$ cat src/design/pusr_regs.vh
// register offsets, field positions, reset values and codes for the settings readback block
`ifndef PUSR_REGS_VH
`define PUSR_REGS_VH
// avalon word offsets (byte addresses)
`define PUSR_CTRL_ADDR 6'h00
`define PUSR_CHIP_ADDR 6'h04
`define PUSR_VID_ADDR 6'h08
`define PUSR_PID_ADDR 6'h0C
`define PUSR_POWER_ADDR 6'h10
`define PUSR_GP_ADDR 6'h14
`define PUSR_STATUS_ADDR 6'h18
`define PUSR_MASK_ADDR 6'h1C
`define PUSR_RESP_ADDR 6'h20
`define PUSR_STATE_ADDR 6'h24
// ctrl register bits
`define PUSR_CTRL_CHIP_BIT 0
`define PUSR_CTRL_GP_BIT 1
`define PUSR_CTRL_APPLY_BIT 2
// status / mask bits
`define PUSR_ST_IRQ_BIT 0
`define PUSR_ST_DONE_BIT 1
// chip settings byte 7 fields
`define PUSR_NEG_EDGE_BIT 6
`define PUSR_POS_EDGE_BIT 5
`define PUSR_ADC_REF_HI 4
`define PUSR_ADC_REF_LO 3
`define PUSR_DAC_REF_BIT 2
// gp byte fields
`define PUSR_GP_OUT_BIT 4
`define PUSR_GP_DIR_BIT 3
// response constants
`define PUSR_CMD_ECHO 8'hB0
`define PUSR_DONE_OK 8'h00
`define PUSR_RESP_LAST 6'h3F
`define PUSR_CHIP_LEN 8'h0E
`define PUSR_GP_LEN 8'h08
// reset values of stored settings
`define PUSR_CHIP7_RST 8'h00
`define PUSR_VID_RST 16'h0000
`define PUSR_PID_RST 16'h0000
`define PUSR_ATTR_RST 8'h80
`define PUSR_MA_RST 8'h32
`define PUSR_GP_RST 24'h080808
// adc reference codes
`define PUSR_ADC_OFF 2'h0
`define PUSR_ADC_1V024 2'h1
`define PUSR_ADC_2V048 2'h2
`define PUSR_ADC_4V096 2'h3
`endif

$ cat src/design/pusr_settings_readback.v
// power-up settings readback: response builder, pin mux and edge detect
//
// The Avalon-MM register port and the register offsets were left to the implementer.
`timescale 1ns/10ps
`include "pusr_regs.vh"
module pusr_settings_readback (
  // clock and reset
  input wire ref_clk_in,
  input wire resetn_in,
  // avalon-mm slave
  input wire [5:0] avs_address_in,
  input wire avs_read_in,
  input wire avs_write_in,
  input wire [31:0] avs_writedata_in,
  input wire [3:0] avs_byteenable_in,
  output reg [31:0] avs_readdata_out,
  output wire avs_waitrequest_out,
  output wire irq_out,
  // pin sources
  input wire int_pin_in,
  input wire suspend_in,
  input wire usb_configured_in,
  input wire rx_active_in,
  input wire tx_active_in,
  input wire clk_div_in,
  input wire [2:0] gp_pin_in,
  // pin drive
  output reg [2:0] gp_pin_out,
  output reg [2:0] gp_pin_oe_out,
  output reg [2:0] gp_analog_out,
  // analog, usb config and interrupt flag
  output reg [1:0] adc_ref_sel_out,
  output reg adc_ref_on_out,
  output reg dac_ref_supply_out,
  output reg [7:0] cfg_power_attr_out,
  output reg [8:0] cfg_max_ma_out,
  output reg int_flag_out,
  // response byte stream
  output reg [7:0] resp_byte_out,
  output reg [5:0] resp_index_out,
  output reg resp_valid_out,
  output reg resp_last_out
);

  localparam ST_IDLE = 2'h0;
  localparam ST_CHIP = 2'h1;
  localparam ST_GP = 2'h2;

  reg [7:0] chip7;
  reg [15:0] vid;
  reg [15:0] pid;
  reg [7:0] attr;
  reg [7:0] ma;
  reg [23:0] gp_cfg;
  reg [1:0] status;
  reg [1:0] mask;
  reg [1:0] state;
  reg [5:0] idx;
  reg rd_done;
  reg int_s1, int_s2, int_s3;
  reg [2:0] gin_s1, gin_s2;
  reg sus_s1, sus_s2, usb_s1, usb_s2, rx_s1, rx_s2, tx_s1, tx_s2, clk_s1, clk_s2;
  reg [7:0] next_byte;
  reg [2:0] next_pin;
  reg [2:0] next_oe;
  reg [2:0] next_an;
  wire wr = avs_write_in;
  wire edge_hit;
  wire done_evt;

  // --------------------------------------------------------------------
  // bus slave
  // --------------------------------------------------------------------
  // reads hold off one edge so the registered read data stand at acceptance;
  // writes never wait
  assign avs_waitrequest_out = avs_read_in && !rd_done;
  assign irq_out = |(status & mask);

  function [31:0] merge;
    input [31:0] old;
    input [31:0] val;
    input [3:0] be;
    integer i;
    begin
      merge = old;
      for (i = 0; i < 4; i = i + 1) begin
        if (be[i]) begin
          merge[i*8 +: 8] = val[i*8 +: 8];
        end
      end
    end
  endfunction

  function [7:0] gp_byte;
    input [7:0] raw;
    begin
      gp_byte = {3'h0, raw[4:0]};
    end
  endfunction

  wire [31:0] m_chip = merge({24'h0, chip7}, avs_writedata_in, avs_byteenable_in);
  wire [31:0] m_vid = merge({16'h0, vid}, avs_writedata_in, avs_byteenable_in);
  wire [31:0] m_pid = merge({16'h0, pid}, avs_writedata_in, avs_byteenable_in);
  wire [31:0] m_pow = merge({16'h0, ma, attr}, avs_writedata_in, avs_byteenable_in);
  wire [31:0] m_gp = merge({8'h0, gp_cfg}, avs_writedata_in, avs_byteenable_in);
  wire [31:0] m_mask = merge({30'h0, mask}, avs_writedata_in, avs_byteenable_in);
  wire [31:0] w1c = avs_byteenable_in[0] ? avs_writedata_in : 32'h0;

  always @(posedge ref_clk_in) begin
    if (!resetn_in) begin
      chip7 <= `PUSR_CHIP7_RST;
      vid <= `PUSR_VID_RST;
      pid <= `PUSR_PID_RST;
      attr <= `PUSR_ATTR_RST;
      ma <= `PUSR_MA_RST;
      gp_cfg <= `PUSR_GP_RST;
      mask <= 2'h0;
      status <= 2'h0;
    end else begin
      if (wr && avs_address_in == `PUSR_CHIP_ADDR) begin
        chip7 <= m_chip[7:0];
      end
      if (wr && avs_address_in == `PUSR_VID_ADDR) begin
        vid <= m_vid[15:0];
      end
      if (wr && avs_address_in == `PUSR_PID_ADDR) begin
        pid <= m_pid[15:0];
      end
      if (wr && avs_address_in == `PUSR_POWER_ADDR) begin
        attr <= m_pow[7:0];
        ma <= m_pow[15:8];
      end
      if (wr && avs_address_in == `PUSR_GP_ADDR) begin
        gp_cfg <= m_gp[23:0];
      end
      if (wr && avs_address_in == `PUSR_MASK_ADDR) begin
        mask <= m_mask[1:0];
      end
      // set wins over write-one-to-clear
      status <= (status & ~((wr && avs_address_in == `PUSR_STATUS_ADDR) ? w1c[1:0] : 2'h0))
        | {done_evt, edge_hit};
    end
  end

  always @(posedge ref_clk_in) begin
    if (!resetn_in) begin
      rd_done <= 1'b0;
    end else begin
      rd_done <= avs_read_in && !rd_done;
    end
  end

  always @(posedge ref_clk_in) begin
    if (!resetn_in) begin
      avs_readdata_out <= 32'h0;
    end else if (avs_read_in && !rd_done) begin
      case (avs_address_in)
        `PUSR_CHIP_ADDR: avs_readdata_out <= {24'h0, chip7};
        `PUSR_VID_ADDR: avs_readdata_out <= {16'h0, vid};
        `PUSR_PID_ADDR: avs_readdata_out <= {16'h0, pid};
        `PUSR_POWER_ADDR: avs_readdata_out <= {16'h0, ma, attr};
        `PUSR_GP_ADDR: avs_readdata_out <= {8'h0, gp_cfg};
        `PUSR_STATUS_ADDR: avs_readdata_out <= {30'h0, status};
        `PUSR_MASK_ADDR: avs_readdata_out <= {30'h0, mask};
        `PUSR_RESP_ADDR: avs_readdata_out <= {17'h0, resp_valid_out, resp_index_out, resp_byte_out};
        // synchronised pin levels are only visible here, for software readback
        `PUSR_STATE_ADDR: avs_readdata_out <= {26'h0, gin_s2, int_flag_out, state};
        default: avs_readdata_out <= 32'h0;
      endcase
    end
  end

  // --------------------------------------------------------------------
  // input synchronisers and interrupt edge detection
  // --------------------------------------------------------------------
  always @(posedge ref_clk_in) begin
    if (!resetn_in) begin
      int_s1 <= 1'b0;
      int_s2 <= 1'b0;
      int_s3 <= 1'b0;
      gin_s1 <= 3'h0;
      gin_s2 <= 3'h0;
      {sus_s1, sus_s2, usb_s1, usb_s2, rx_s1, rx_s2, tx_s1, tx_s2, clk_s1, clk_s2} <= 10'h000;
    end else begin
      int_s1 <= int_pin_in;
      int_s2 <= int_s1;
      int_s3 <= int_s2;
      gin_s1 <= gp_pin_in;
      gin_s2 <= gin_s1;
      sus_s1 <= suspend_in;
      sus_s2 <= sus_s1;
      usb_s1 <= usb_configured_in;
      usb_s2 <= usb_s1;
      rx_s1 <= rx_active_in;
      rx_s2 <= rx_s1;
      tx_s1 <= tx_active_in;
      tx_s2 <= tx_s1;
      clk_s1 <= clk_div_in;
      clk_s2 <= clk_s1;
    end
  end

  // the interrupt pin is sampled through the synchroniser, so pulses
  // shorter than a clock period may be missed
  assign edge_hit = (chip7[`PUSR_NEG_EDGE_BIT] && int_s3 && !int_s2)
    || (chip7[`PUSR_POS_EDGE_BIT] && !int_s3 && int_s2);

  // --------------------------------------------------------------------
  // analog, usb config and interrupt flag
  // --------------------------------------------------------------------
  always @(posedge ref_clk_in) begin
    if (!resetn_in) begin
      adc_ref_sel_out <= `PUSR_ADC_OFF;
      adc_ref_on_out <= 1'b0;
      dac_ref_supply_out <= 1'b0;
      cfg_power_attr_out <= 8'h00;
      cfg_max_ma_out <= 9'h000;
      int_flag_out <= 1'b0;
    end else begin
      adc_ref_sel_out <= chip7[`PUSR_ADC_REF_HI:`PUSR_ADC_REF_LO];
      adc_ref_on_out <= chip7[`PUSR_ADC_REF_HI:`PUSR_ADC_REF_LO] != `PUSR_ADC_OFF;
      dac_ref_supply_out <= chip7[`PUSR_DAC_REF_BIT];
      cfg_power_attr_out <= attr;
      cfg_max_ma_out <= {ma, 1'b0};
      // flag held until cleared through the status register
      int_flag_out <= status[`PUSR_ST_IRQ_BIT] | edge_hit;
    end
  end

  // --------------------------------------------------------------------
  // pin mux
  // --------------------------------------------------------------------
  // don't-care designation codes leave the pin undriven, so a stray code
  // never fights whatever else sits on the board net
  always @* begin
    next_pin = 3'h0;
    next_oe = 3'h0;
    next_an = 3'h0;
    case (gp_cfg[2:0])
      3'h0: begin
        next_pin[0] = gp_cfg[`PUSR_GP_OUT_BIT];
        next_oe[0] = !gp_cfg[`PUSR_GP_DIR_BIT];
      end
      3'h1: begin
        next_pin[0] = sus_s2;
        next_oe[0] = 1'b1;
      end
      3'h2: begin
        next_pin[0] = rx_s2;
        next_oe[0] = 1'b1;
      end
      default: next_oe[0] = 1'b0;
    endcase
    case (gp_cfg[10:8])
      3'h0: begin
        next_pin[1] = gp_cfg[8+`PUSR_GP_OUT_BIT];
        next_oe[1] = !gp_cfg[8+`PUSR_GP_DIR_BIT];
      end
      3'h1: begin
        next_pin[1] = clk_s2;
        next_oe[1] = 1'b1;
      end
      3'h2: next_an[1] = 1'b1;
      3'h3: begin
        next_pin[1] = tx_s2;
        next_oe[1] = 1'b1;
      end
      3'h4: next_oe[1] = 1'b0;
      default: next_oe[1] = 1'b0;
    endcase
    case (gp_cfg[18:16])
      3'h0: begin
        next_pin[2] = gp_cfg[16+`PUSR_GP_OUT_BIT];
        next_oe[2] = !gp_cfg[16+`PUSR_GP_DIR_BIT];
      end
      3'h1: begin
        next_pin[2] = usb_s2;
        next_oe[2] = 1'b1;
      end
      3'h2: next_an[2] = 1'b1;
      3'h3: next_an[2] = 1'b1;
      default: next_oe[2] = 1'b0;
    endcase
  end

  always @(posedge ref_clk_in) begin
    if (!resetn_in) begin
      gp_pin_out <= 3'h0;
      gp_pin_oe_out <= 3'h0;
      gp_analog_out <= 3'h0;
    end else begin
      gp_pin_out <= next_pin;
      gp_pin_oe_out <= next_oe;
      gp_analog_out <= next_an;
    end
  end

  // --------------------------------------------------------------------
  // response builder
  // --------------------------------------------------------------------
  always @* begin
    next_byte = 8'h00;
    // bytes 4 to 13 are gated by the reply kind, so the other reply's fields read zero
    case (idx)
      6'h00: next_byte = `PUSR_CMD_ECHO;
      6'h01: next_byte = `PUSR_DONE_OK;
      6'h02: next_byte = (state == ST_CHIP) ? `PUSR_CHIP_LEN : `PUSR_GP_LEN;
      6'h04: next_byte = (state == ST_GP) ? gp_byte(gp_cfg[7:0]) : 8'h00;
      6'h05: next_byte = (state == ST_GP) ? gp_byte(gp_cfg[15:8]) : 8'h00;
      6'h06: next_byte = (state == ST_GP) ? gp_byte(gp_cfg[23:16]) : 8'h00;
      6'h07: next_byte = (state == ST_CHIP) ? {1'b0, chip7[6:2], 2'b00} : 8'h00;
      6'h08: next_byte = (state == ST_CHIP) ? vid[7:0] : 8'h00;
      6'h09: next_byte = (state == ST_CHIP) ? vid[15:8] : 8'h00;
      6'h0A: next_byte = (state == ST_CHIP) ? pid[7:0] : 8'h00;
      6'h0B: next_byte = (state == ST_CHIP) ? pid[15:8] : 8'h00;
      6'h0C: next_byte = (state == ST_CHIP) ? attr : 8'h00;
      6'h0D: next_byte = (state == ST_CHIP) ? ma : 8'h00;
      default: next_byte = 8'h00;
    endcase
  end

  wire start_chip = wr && avs_address_in == `PUSR_CTRL_ADDR && avs_byteenable_in[0]
    && avs_writedata_in[`PUSR_CTRL_CHIP_BIT];
  wire start_gp = wr && avs_address_in == `PUSR_CTRL_ADDR && avs_byteenable_in[0]
    && avs_writedata_in[`PUSR_CTRL_GP_BIT];
  assign done_evt = (state != ST_IDLE) && idx == `PUSR_RESP_LAST;

  always @(posedge ref_clk_in) begin
    if (!resetn_in) begin
      state <= ST_IDLE;
      idx <= 6'h00;
      resp_byte_out <= 8'h00;
      resp_index_out <= 6'h00;
      resp_valid_out <= 1'b0;
      resp_last_out <= 1'b0;
    end else begin
      resp_valid_out <= state != ST_IDLE;
      resp_byte_out <= (state != ST_IDLE) ? next_byte : 8'h00;
      resp_index_out <= idx;
      resp_last_out <= done_evt;
      case (state)
        ST_IDLE: begin
          idx <= 6'h00;
          // chip reply wins if both are requested; the other is dropped
          if (start_chip) begin
            state <= ST_CHIP;
          end else if (start_gp) begin
            state <= ST_GP;
          end
        end
        ST_CHIP, ST_GP: begin
          idx <= idx + 6'h01;
          if (done_evt) begin
            state <= ST_IDLE;
          end
        end
        default: state <= ST_IDLE;
      endcase
    end
  end

endmodule // pusr_settings_readback
$ cat config.mk
export PLATFORM = sky130hd
export DESIGN_NAME = pusr_settings_readback
export DESIGN_NICKNAME = d
export VERILOG_FILES = /design/src/design/pusr_settings_readback.v
export VERILOG_INCLUDE_DIRS = /design/src /design/src/design
export SDC_FILE = /design/constraint.sdc
export NUM_CORES = 1
export LEC_CHECK = 0
export ABC_AREA = 1
export BUFFER_PORTS_ARGS = -buffer_cell sky130_fd_sc_hd__buf_2
export CORE_MARGIN = 10
export CORE_UTILIZATION = 60
export DETAILED_ROUTE_END_ITERATION = 16
export GPL_ROUTABILITY_DRIVEN = 0
export MAX_ROUTING_LAYER = met4
export PLACE_DENSITY = 0.89
export SYNTH_ARGS = -nofsm -noshare
export SYNTH_HDL_FRONTEND = slang
export SYNTH_SLANG_ARGS = --single-unit
$ cat constraint.sdc
create_clock -name ref_clk_in -period 2.9 [get_ports ref_clk_in]
set_clock_uncertainty 0.2 [all_clocks]
set_input_delay 0.58 -clock ref_clk_in [delete_from_list [all_inputs] [get_ports ref_clk_in]]
set_output_delay 0.58 -clock ref_clk_in [all_outputs]
set_load 0.01 [all_outputs]
==> Word-level counts from Yosys, hierarchy flattened <==
Cells that the tools add are included.
{ "op_classes": {"n_mux": 28, "reduce_logical": 51, "addsub": 1, "n_eq_ne": 33, "bitwise": 5} }
{ "ops": {"columns": ["cell", "count"], "rows": [
  ["24-bit one-hot mux with 9 select lines", 1],
  ["8-bit one-hot mux with 12 select lines", 1],
  ["6-bit by 4-bit equality test with 1-bit output (second input constant)", 8],
  ["8-bit two-way mux", 6],
  ["6-bit by 3-bit equality test with 1-bit output (second input constant)", 5],
  ["2-bit AND reduction", 13],
  ["6-bit by 5-bit equality test with 1-bit output (second input constant)", 4],
  ["6-bit equality test (second input constant)", 3],
  ["1-bit logical AND", 17],
  ["3-bit by 2-bit equality test with 1-bit output (second input constant)", 5],
  ["5-bit two-way mux", 3],
  ["6-bit zero test", 2],
  ["6-bit one-hot mux with 2 select lines", 1],
  ["2-bit two-way mux", 5],
  ["2-bit OR reduction", 5],
  ["3-bit by 1-bit equality test with 1-bit output (second input constant)", 3],
  ["3-bit zero test", 3],
  ["1-bit one-hot mux with 2 select lines", 4],
  ["7-bit two-way mux", 1],
  ["6-bit by 1-bit adder with 6-bit output (second input constant)", 1],
  ["6-bit by 2-bit equality test with 1-bit output (second input constant)", 1],
  ["1-bit zero test", 6],
  ["1-bit one-hot mux with 3 select lines", 2],
  ["2-bit nonzero test", 3],
  ["13 further kinds", 15]
]} }
{ "word_totals": {"in_bits": 55, "output_inout_bits": 81, "wordCells": 164, "ff_bits": 191} }

==> Longest topological paths before layout <==
Gate-level depths: netlist of the first run.
{ "depth": {"depth_word": 7, "ltp_mapped": 11, "depth_no_buf": 10} }

==> Worst setup path before layout of the first run <==
No wires, ideal clock.
{ "synth_path": {"kind": "input-to-output", "start": "input avs_read_in", "end": "output avs_waitrequest_out", "slack_ps": 956, "required_time_ps": 2120, "t_arrival_ps": 1164, "cell_stages": 3, "path_buffers": 1, "path_cell_list": "inv_1 -> nor2_1 -> buf_2"} }
{ "synth_via": {"elab_chain_cells": 1} }
{ "synth_lines": {"columns": ["item", "line", "source"], "rows": [
  ["from (decl)", "pusr_settings_readback.v:12", "input wire avs_read_in,"],
  ["1-bit logical AND", "pusr_settings_readback.v:76", "assign avs_waitrequest_out = avs_read_in && !rd_done;"],
  ["to (decl)", "pusr_settings_readback.v:17", "output wire avs_waitrequest_out,"]
]} }
Every way passes these cells.

==> Worst setup path in the final report of the first run <==
{ "layout_path": {"start": "register idx[0]", "end": "register resp_byte_out[0]"} }
{ "layout_via": {"elab_chain_cells": 2, "elab_cells_between_ends": 13, "classes_between": "eq/ne (11); mux (1); reduce/logical (1)"} }
{ "layout_lines": {"columns": ["item", "line", "source"], "rows": [
  ["from (decl)", "pusr_settings_readback.v:58", "reg [5:0] idx;"],
  ["from (signal assigned)", "pusr_settings_readback.v:352", "idx <= idx + 6'h01;"],
  ["6-bit by 4-bit equality test with 1-bit output (tied with other cells)", "pusr_settings_readback.v:304", "case (idx)"],
  ["8-bit one-hot mux with 12 select lines (*)", "pusr_settings_readback.v:304", null],
  ["to (signal assigned)", "pusr_settings_readback.v:338", "resp_byte_out <= (state != ST_IDLE) ? next_byte : 8'h00;"],
  ["to (decl)", "pusr_settings_readback.v:39", "output reg [7:0] resp_byte_out,"]
]} }
Mark *: on every way between the ends. The rest lies on a longest branch, timed or not.
A chain may end at the register's enable or synchronous reset.

==> run summary, run 1 <==
Status = completed
Clk sinks = 181
Synth top cells by count = nand2_1 (237), dfxtp_1 (181), nor2_1 (137)
Worst slew margin = 55.6%
Area of placed instances = 8590 um^2
FFs w/ async S/R, synth = 0%
Max-Cap Viols = 0
Crit path kind = reg2reg
Register-to-register setup slack = 0.76 ns
Data required time of the worst path = 3.08 ns
Register area share after synthesis = 45.7%
Clock latency on the worst-skew pair = 0.43 ns
# setup viols final = 0
CP Launch Type = flop
DIE AREA = 18200 um^2
Share of layout cells above drive strength 1 = 15.7%
Worst-path clk slew = 0.06 ns
Resize count post-CTS = 0
Vias = 7798
Leak = 0.00441 uW
HP Class = in2reg
F_max = 467 MHz
Core area = 12800 um^2
#FFs+latches synth = 181
Boundary Pins = 136
CP Data Arrival Time = 2.32 ns
Pin count of the biggest net entering global routing = 125
CP max FO = 8
Fin. max-slew vios = 0
Reg-to-reg startpoint = idx[0]
Final hold violation count = 0
Htree depth = 4
Syn Inst Count = 1110
Vias in the first global route = 7330
Hold_sp = clk_div_in
Combinational power share = 5.2%
Hold path depth = 3
Grt total ovfl = 0
Post-route ant nets = 0
Crit end category = flop
Top FF cell, synth = dfxtp_1
Final nets = 1278
Cell area after layout = 9160 um^2
Power consumption = 4990 uW
Root Driver = clkbuf_16
Per-cell routed wire length = 16.6 um
Share of the synthesized area in the top cell type = 45.7%
Yosys warnings = 0
Post-Route WL = 23.3 mm
Clock buffer depth = 2
Reg2Reg Capture Point = resp_byte_out[0]
Fin util = 71.7%
Worst-Margin Slew = 0.660 ns
Seq pwr share = 50.8%
RSZ-0062 raised after global routing = false
Initial antenna violation count = 0
Most numerous cell in the Yosys netlist = nand2_1
WHS Endpoint = clk_s1
Crit path time final = 2.14 ns
Total track usage = 25.9%
Initial Util = 62.1%
Clk pwr share = 44.0%
Die Ht = 135 um
Post-synth EDFFs = 0
First-pass GRT wire length = 36.8 mm
Postcts setup bufs = 0
Top cells by area, synth = dfxtp_1 (46%), nand2_1 (11%), nor2_1 (6.5%), inv_1 (6.2%), a21oi_1 (5.9%)
Filler instances = 1037
Iter 0 DRT Violations = 969
FP Rows = 41
Via density = 5.57
Antenna Cells = 0
Int Pwr = 3810 uW
Post-DP HPWL = 16.9 mm
Reg2reg path depth = 10
Switching share of power = 23.6%
Maximum vdd ir drop = 0.000538 V
Netlist Area Pre-Place = 7930 um^2
Total CTS buffers = 17
Cell area power density = 545 nW/um^2
Setup_tns = 0 ns
# DRC = 0
Synth cell types = 42
Fin crit share = 73.8%
Pre-Repair DR Iteration Count = 6
Syn_area_per_cell = 7.15 um^2
Switching pwr = 1180 uW
Die W = 135 um
Buffers on Ports = 116
P&R area growth vs syn = 15.5%
Post-synth top area cell = dfxtp_1
Cts hold-fix bufs = 0
Clock tree from TritonCTS = done
[kinds of logic after synthesis]
family          synth area share (%)
compound gates                  13.4
fa+ha+maj                       1.26
buf+inv                         9.97
flops                           45.7
other cells                   0.0473
simple gates                    29.6
[flip-flops by register name, summed over array words and instances (netlist names), 3 cells and up]
name and count:
idx 6, vid 16, cfg_max_ma_out 8, gin_s2 3, gin_s1 3, pid 16, chip7 8, gp_pin_oe_out 3
gp_cfg 24, attr 8, cfg_power_attr_out 8, gp_pin_out 3, resp_index_out 6, ma 8, resp_byte_out 8, avs_readdata_out 24
[placed cells by master (no fill, tap or decap), types with 6 or more instances in the layout]
cell type   netlist  final
nand2_1         237    237
dfxtp_1         181    181
nor2_1          137    136
inv_1           132    132
buf_2             7    115
a21oi_1          94     94
nand3_1          92     92
o21ai_0          79     79
nand4_1          19     19
clkbuf_16         0     17
nor3_1           15     15
inv_2            11     11
nor2_4           11     11
conb_1            1     10
ha_1              8      8
clkinvlp_4        0      8
buf_4            10      8
a31oi_1           6      6
[area by class of cell]
type                            count  area, um^2  share of cell area [%]
Timing Repair Buffer              124         656                    7.16
Clock buffer                       21         460                    5.03
Inverter                          145         546                    5.96
Sequential cell                   181        3620                    39.6
Multi-Input combinational cell    746        3550                    38.8
Clock inverter                     11         104                    1.13
Tap cell                          172         215                    2.35
[layer usage]
layer | vias up | track usage [%] | wire length (um) | share of wire (%)
met4 | 0 | 12.8 | 1070 | 4.6
met2 | 444 | 40.2 | 10800 | 46
met5 | - | - | 0 | 0
met3 | 69 | 6.64 | 2270 | 9.7
met1 | 3530 | 30.7 | 9140 | 39
li1 | 3755 | - | - | -
[worst max-delay path: stages, from the launching register on]
cell and delay (ns):
dfxtp_1 0.36, inv_1 0.14, ha_1 0.17, nand2_1 0.14, nor2_1 0.53, nand3_1 0.16
o21ai_0 0.12, nor2_1 0.07, nand3_1 0.07, nand2_1 0.06, inv_1 0.07
[how the worst max path moves through the flow]
stage,from,endpoint,slack [ns],depth (start not counted)
detailed placement,avs_write_in,chip7[6],0.45,8
CTS,idx[0],resp_byte_out[4],0.81,9
floorplan,avs_read_in,avs_waitrequest_out,0.96,3
global placement,avs_write_in,chip7[6],0.51,8
finish,idx[0],resp_byte_out[0],0.76,10
global route,idx[0],resp_byte_out[4],0.60,9
[metrics by stage]
step / hold slack (ns) / worst slack [ns] / std cells
after floorplan: 0.190 / 0.956 / 1119
after global placement: 0.193 / 0.508 / 1368
after detailed placement: 0.200 / 0.447 / 1368
after CTS: 0.115 / 0.811 / 1400
after global routing: 0.131 / 0.599 / 1400
final: 0.129 / 0.760 / 1400
[power groups by stage]
stage,sequential [uW],clock [uW],combinational (uW)
detailed placement,2590,0,254
global placement,2590,0,248
CTS,2530,2210,255
floorplan,2590,0,158
global route,2530,2300,283
finish,2530,2190,262
Power figures use the tool's default switching activity.
==> run 2, diff against run 1 <==
--- a/config.mk
+++ b/config.mk
@@ -9,11 +9,11 @@
 export ABC_AREA = 1
 export BUFFER_PORTS_ARGS = -buffer_cell sky130_fd_sc_hd__buf_2
 export CORE_MARGIN = 10
-export CORE_UTILIZATION = 60
+export CORE_UTILIZATION = 51
 export DETAILED_ROUTE_END_ITERATION = 16
 export GPL_ROUTABILITY_DRIVEN = 0
 export MAX_ROUTING_LAYER = met4
-export PLACE_DENSITY = 0.89
+export PLACE_DENSITY = 0.8
 export SYNTH_ARGS = -nofsm -noshare
 export SYNTH_HDL_FRONTEND = slang
 export SYNTH_SLANG_ARGS = --single-unit
==> constraint.sdc (replaced) <==
create_clock -name ref_clk_in -period 1.8 [get_ports ref_clk_in]
set_clock_uncertainty 0.2 [all_clocks]
set_input_delay 0.36 -clock ref_clk_in [delete_from_list [all_inputs] [get_ports ref_clk_in]]
set_output_delay 0.36 -clock ref_clk_in [all_outputs]
set_load 0.01 [all_outputs]
==> run summary, run 2 (same netlist as run 1, synthesis figures left out) <==
# setup viols final = 0
Pre-Repair DR Iteration Count = 6
Maximum vdd ir drop = 0.000683 V
Power consumption = 8290 uW
Initial antenna violation count = 0
HP Class = in2reg
Most common cell after layout, fill and taps aside = nand2_1
Final nets = 1361
Die Ht = 145 um
Seq pwr share = 49.2%
Met3 routed WL = 2.24 mm
Buffers on Ports = 116
Per-cell routed wire length = 16.7 um
# DRC = 0
Worst Hold Margin = 0.0149 ns
Antenna Cells = 0
Top sig layer = met4
Routed length on met2 = 12.0 mm
Total CTS buffers = 17
Status = completed
Vias = 8051
Total track usage = 24.3%
Final std cells w/o fill = 1498
Clock latency on the worst-skew pair = 0.43 ns
CP max FO = 8
RSZ-0062 raised after global routing = true
Combinational power share = 6.5%
Post-Route WL = 25.1 mm
Crit path kind = reg2reg
Fin. max-slew vios = 0
Worst-path clk slew = 0.07 ns
Post-route ant nets = 0
Boundary Pins = 136
Clock buffer depth = 2
Die W = 145 um
Switching pwr = 1990 uW
Reg2Reg Capture Point = resp_byte_out[4]
FP Rows = 45
Reg-to-reg startpoint = idx[1]
Grt total ovfl = 0
Clock tree from TritonCTS = done
Share of layout cells above drive strength 1 = 21.5%
Metal-1 WL = 10.1 mm
Final hold violation count = 0
Iter 0 DRT Violations = 958
Root Driver = clkbuf_16
Leak = 0.00488 uW
Via density = 5.37
Clk sinks = 181
Htree depth = 4
Pin count of the biggest net entering global routing = 74
CP Launch Type = flop
Crit path time final = 1.78 ns
Fin crit share = 99.0%
Vias in the first global route = 7535
Core area = 15200 um^2
First-pass GRT wire length = 39.0 mm
Area of placed instances = 9150 um^2
Top Registers = avs_readdata_out: 24 flops, gp_cfg: 24 flops
Post-DP HPWL = 18.4 mm
CP Data Arrival Time = 1.92 ns
Cell area power density = 827 nW/um^2
Data required time of the worst path = 1.93 ns
Cell area after layout = 10000 um^2
Reg2reg path depth = 11
P&R area growth vs syn = 26.5%
Setup WS post-layout = 0.0173 ns
F_max = 561 MHz
Pre-CTS setup slack = -0.147 ns
Worst setup endpoint = resp_byte_out[4]
Switching share of power = 24.0%
DIE AREA = 20900 um^2
Clk pwr share = 44.3%
Most frequent cells in the layout = nand2_1 (235), dfxtp_1 (176), nor2_1 (131)
Initial Util = 52.2%
Placed insts = 1446
Int Pwr = 6310 uW
Max-Cap Viols = 0
Register-to-register setup slack = 0.02 ns
Crit end category = flop
Critical path origin = idx[1]
==> run 2: cell types whose count changed in the layout (fill, tap and decap cells not counted), moves of 5 or more <==
cell / change
buf_4: +58
dlygate4sd3_1: +18
clkinvlp_4: -7
buf_12: +6
dfxtp_1: -5
dfxtp_2: +5
inv_6: +5
nor2_1: -5
nor2_4: +5
==> run 2: critical path, stage by stage, from the launching register on <==
cell     delay [ns]
dfxtp_2        0.34
buf_4          0.13
ha_1           0.17
inv_1          0.14
nor3_4         0.06
buf_4          0.17
nand3_1        0.08
nand2_1        0.05
nor2_1         0.15
nand3_1        0.09
nand2_1        0.07
inv_1          0.04
==> run 2: area by class of cell <==
type                       count  area, um^2
multi-input combinational    746        3640
inverter                     145         546
clock inverter                14         149
tap                          188         235
fill                        1279        5170
sequential                   181        3630
clock buffer                  17         425
timing repair buffer         207        1400
==> run 2: layer usage <==
metal / GRT usage (%) / vias to the layer above
met5: - / -
li1: - / 3919
met1: 29.9 / 3676
met3: 5.51 / 56
met2: 38.3 / 400
met4: 9.20 / 0
==> run 2: how the worst min path moves through the flow <==
stage | startpoint | end | cells past startpoint
floorplan | clk_s1 | clk_s2 | 2
global placement | sus_s1 | sus_s2 | 2
detailed placement | usb_s1 | usb_s2 | 2
CTS | avs_writedata_in[17] | gp_cfg[17] | 3
global route | avs_writedata_in[10] | ma[2] | 3
finish | avs_writedata_in[17] | gp_cfg[17] | 3
==> run 2: through the flow <==
stage               utilization, %  TNS [ns]
floorplan                        -         0
global placement              60.2     -1.56
detailed placement            60.2     -2.75
CTS                           65.3         0
global route                  66.0   -0.0260
finish                        66.0         0
==> run 2: power by group through the flow <==
stage / registers (uW) / logic [uW] / clock network (uW)
6_report: 4080 / 539 / 3680
2_1_floorplan: 4170 / 254 / 0
3_5_place_dp: 4170 / 482 / 0
4_1_cts: 4080 / 518 / 3710
3_3_place_gp: 4170 / 474 / 0
5_1_grt: 4080 / 588 / 3880
==> run 2: repair_timing <==
item,4_1_cts,5_1_grt
setup endpoints to repair,8,12
gates resized for setup,6,26
hold buffers,18,0
hold endpoints to repair,18,0
setup buffers,0,3
pin swaps,1,2
==> run 3, diff against run 2 <==
--- a/config.mk
+++ b/config.mk
@@ -9,11 +9,11 @@
 export ABC_AREA = 1
 export BUFFER_PORTS_ARGS = -buffer_cell sky130_fd_sc_hd__buf_2
 export CORE_MARGIN = 10
-export CORE_UTILIZATION = 51
+export CORE_UTILIZATION = 60
 export DETAILED_ROUTE_END_ITERATION = 16
 export GPL_ROUTABILITY_DRIVEN = 0
 export MAX_ROUTING_LAYER = met4
-export PLACE_DENSITY = 0.8
+export PLACE_DENSITY = 0.89
 export SYNTH_ARGS = -nofsm -noshare
 export SYNTH_HDL_FRONTEND = slang
 export SYNTH_SLANG_ARGS = --single-unit
==> constraint.sdc (replaced) <==
create_clock -name ref_clk_in -period 2.2 [get_ports ref_clk_in]
set_clock_uncertainty 0.2 [all_clocks]
set_input_delay 0.44 -clock ref_clk_in [delete_from_list [all_inputs] [get_ports ref_clk_in]]
set_output_delay 0.44 -clock ref_clk_in [all_outputs]
set_load 0.05 [all_outputs]
==> run summary, run 3 (same netlist as run 1, synthesis figures left out) <==
Final nets = 1303
Vias in the first global route = 7640
Filler instances = 959
P&R area growth vs syn = 18.9%
Fin. max-slew vios = 0
Pre-Repair DR Iteration Count = 6
Worst-Margin Slew = 0.542 ns
Crit end category = flop
CP max FO = 7
RSZ-0062 raised after global routing = false
Buffers on Ports = 116
Via density = 5.63
HP Class = in2reg
Register-to-register setup slack = 0.18 ns
FP Rows = 41
Post-DP HPWL = 17.6 mm
Die Ht = 135 um
Critical path cell sequence = inv_1, ha_1, nand2_1, nor2_1, buf_4, nand3_1, nand2_1, a21oi_1, nand3_1, nand2_1, inv_1
Total CTS buffers = 17
Worst Hold Margin = 0.0121 ns
Crit path time final = 2.02 ns
Die W = 135 um
CP Launch Type = flop
Core area = 12800 um^2
Cell mode on critical path = nand2_1
Per-cell routed wire length = 16.9 um
Iter 0 DRT Violations = 1000
Boundary Pins = 136
Clock tree from TritonCTS = done
Post-Route WL = 24.1 mm
Worst-path clk slew = 0.07 ns
Pin count of the biggest net entering global routing = 99
Status = completed
CP peak stage delay = 0.43 ns
Final hold violation count = 0
Fin util = 73.8%
Share of layout cells above drive strength 1 = 16.9%
Register area = 3620 um^2
First-pass GRT wire length = 38.5 mm
Max-Cap Viols = 0
Leak = 0.00457 uW
DIE AREA = 18200 um^2
Initial antenna violation count = 0
Htree depth = 4
CP Data Arrival Time = 2.15 ns
Fin crit share = 91.9%
Post-route ant nets = 0
Area of the multi-input gates = 3550 um^2
Most common cell after layout, fill and taps aside = nand2_1
Resize count post-CTS = 0
Vias = 8023
Cell area power density = 734 nW/um^2
Worst slew margin = 63.7%
Most frequent cells in the layout = nand2_1 (237), dfxtp_1 (181), nor2_1 (136)
Clock buffer depth = 2
Clk sinks = 181
Maximum vdd ir drop = 0.000640 V
Setup_tns = 0 ns
Root Driver = clkbuf_16
Total track usage = 26.9%
Power consumption = 6930 uW
Slowest cell on the critical path = dfxtp_1
Antenna Cells = 0
Grt total ovfl = 0
Data required time of the worst path = 2.33 ns
# setup viols final = 0
Top Registers = avs_readdata_out: 24 flops, gp_cfg: 24 flops
Clock latency on the worst-skew pair = 0.44 ns
F_max = 495 MHz
Crit path kind = reg2reg
# DRC = 0
Initial Util = 62.1%
-- run 3: cell type report --
cell class | instances | share of cell area (%)
inverter | 145 | 5.78
multi-input combinational | 746 | 37.7
tap | 172 | 2.28
clock buffer | 20 | 4.84
clock inverter | 11 | 1.61
sequential | 181 | 38.4
timing repair buffer | 149 | 9.39
-- run 3: worst max-delay path, delay by kind of cell (launching register included) --
| kind | cells | cell delay (ns) |
|---|---|---|
| adder cells (fa/ha/maj) | 1 | 0.22 |
| buffers and inverters | 3 | 0.35 |
| flip-flops | 1 | 0.43 |
| AND/OR/NAND/NOR | 6 | 0.58 |
| AO/OA/AOI/OAI | 1 | 0.14 |
-- run 3: worst paths after layout --
kind / startpoint / to / cells past startpoint
worst max-delay path: idx[0] / resp_byte_out[0] / 11
worst min-delay path: suspend_in / sus_s1 / 3
worst max register to register: idx[0] / resp_byte_out[0] / 11
worst min register to register: clk_s1 / clk_s2 / 2
-- run 3: power by group --
| group | leakage [uW] | total (uW) | switching, uW | internal, uW |
|---|---|---|---|---|
| Clock | 0.000285 | 3160 | 1310 | 1850 |
| Sequential | 0.00146 | 3340 | 23.3 | 3310 |
| Combinational | 0.00282 | 435 | 321 | 114 |
-- run 3: through the flow --
step,cell area (um^2),cells,worst slack (ns)
2_1_floorplan,7970,1119,0.404
3_3_place_gp,8750,1386,0.161
3_5_place_dp,8750,1386,0.0862
4_1_cts,9430,1424,0.235
5_1_grt,9430,1424,0.00216
6_report,9430,1424,0.178
-- run 3: layer usage --
layer,wire (um),vias up,track usage [%]
met1,9250,3630,31.3
li1,-,3810,-
met5,0,-,-
met2,11300,490,43.1
met4,1240,0,14.3
met3,2320,93,5.42
-- run 3: timing repair --
item / 4_1_cts / 5_1_grt
setup buffers: 0 / 0
hold endpoints to repair: 7 / 0
hold buffers: 7 / 0
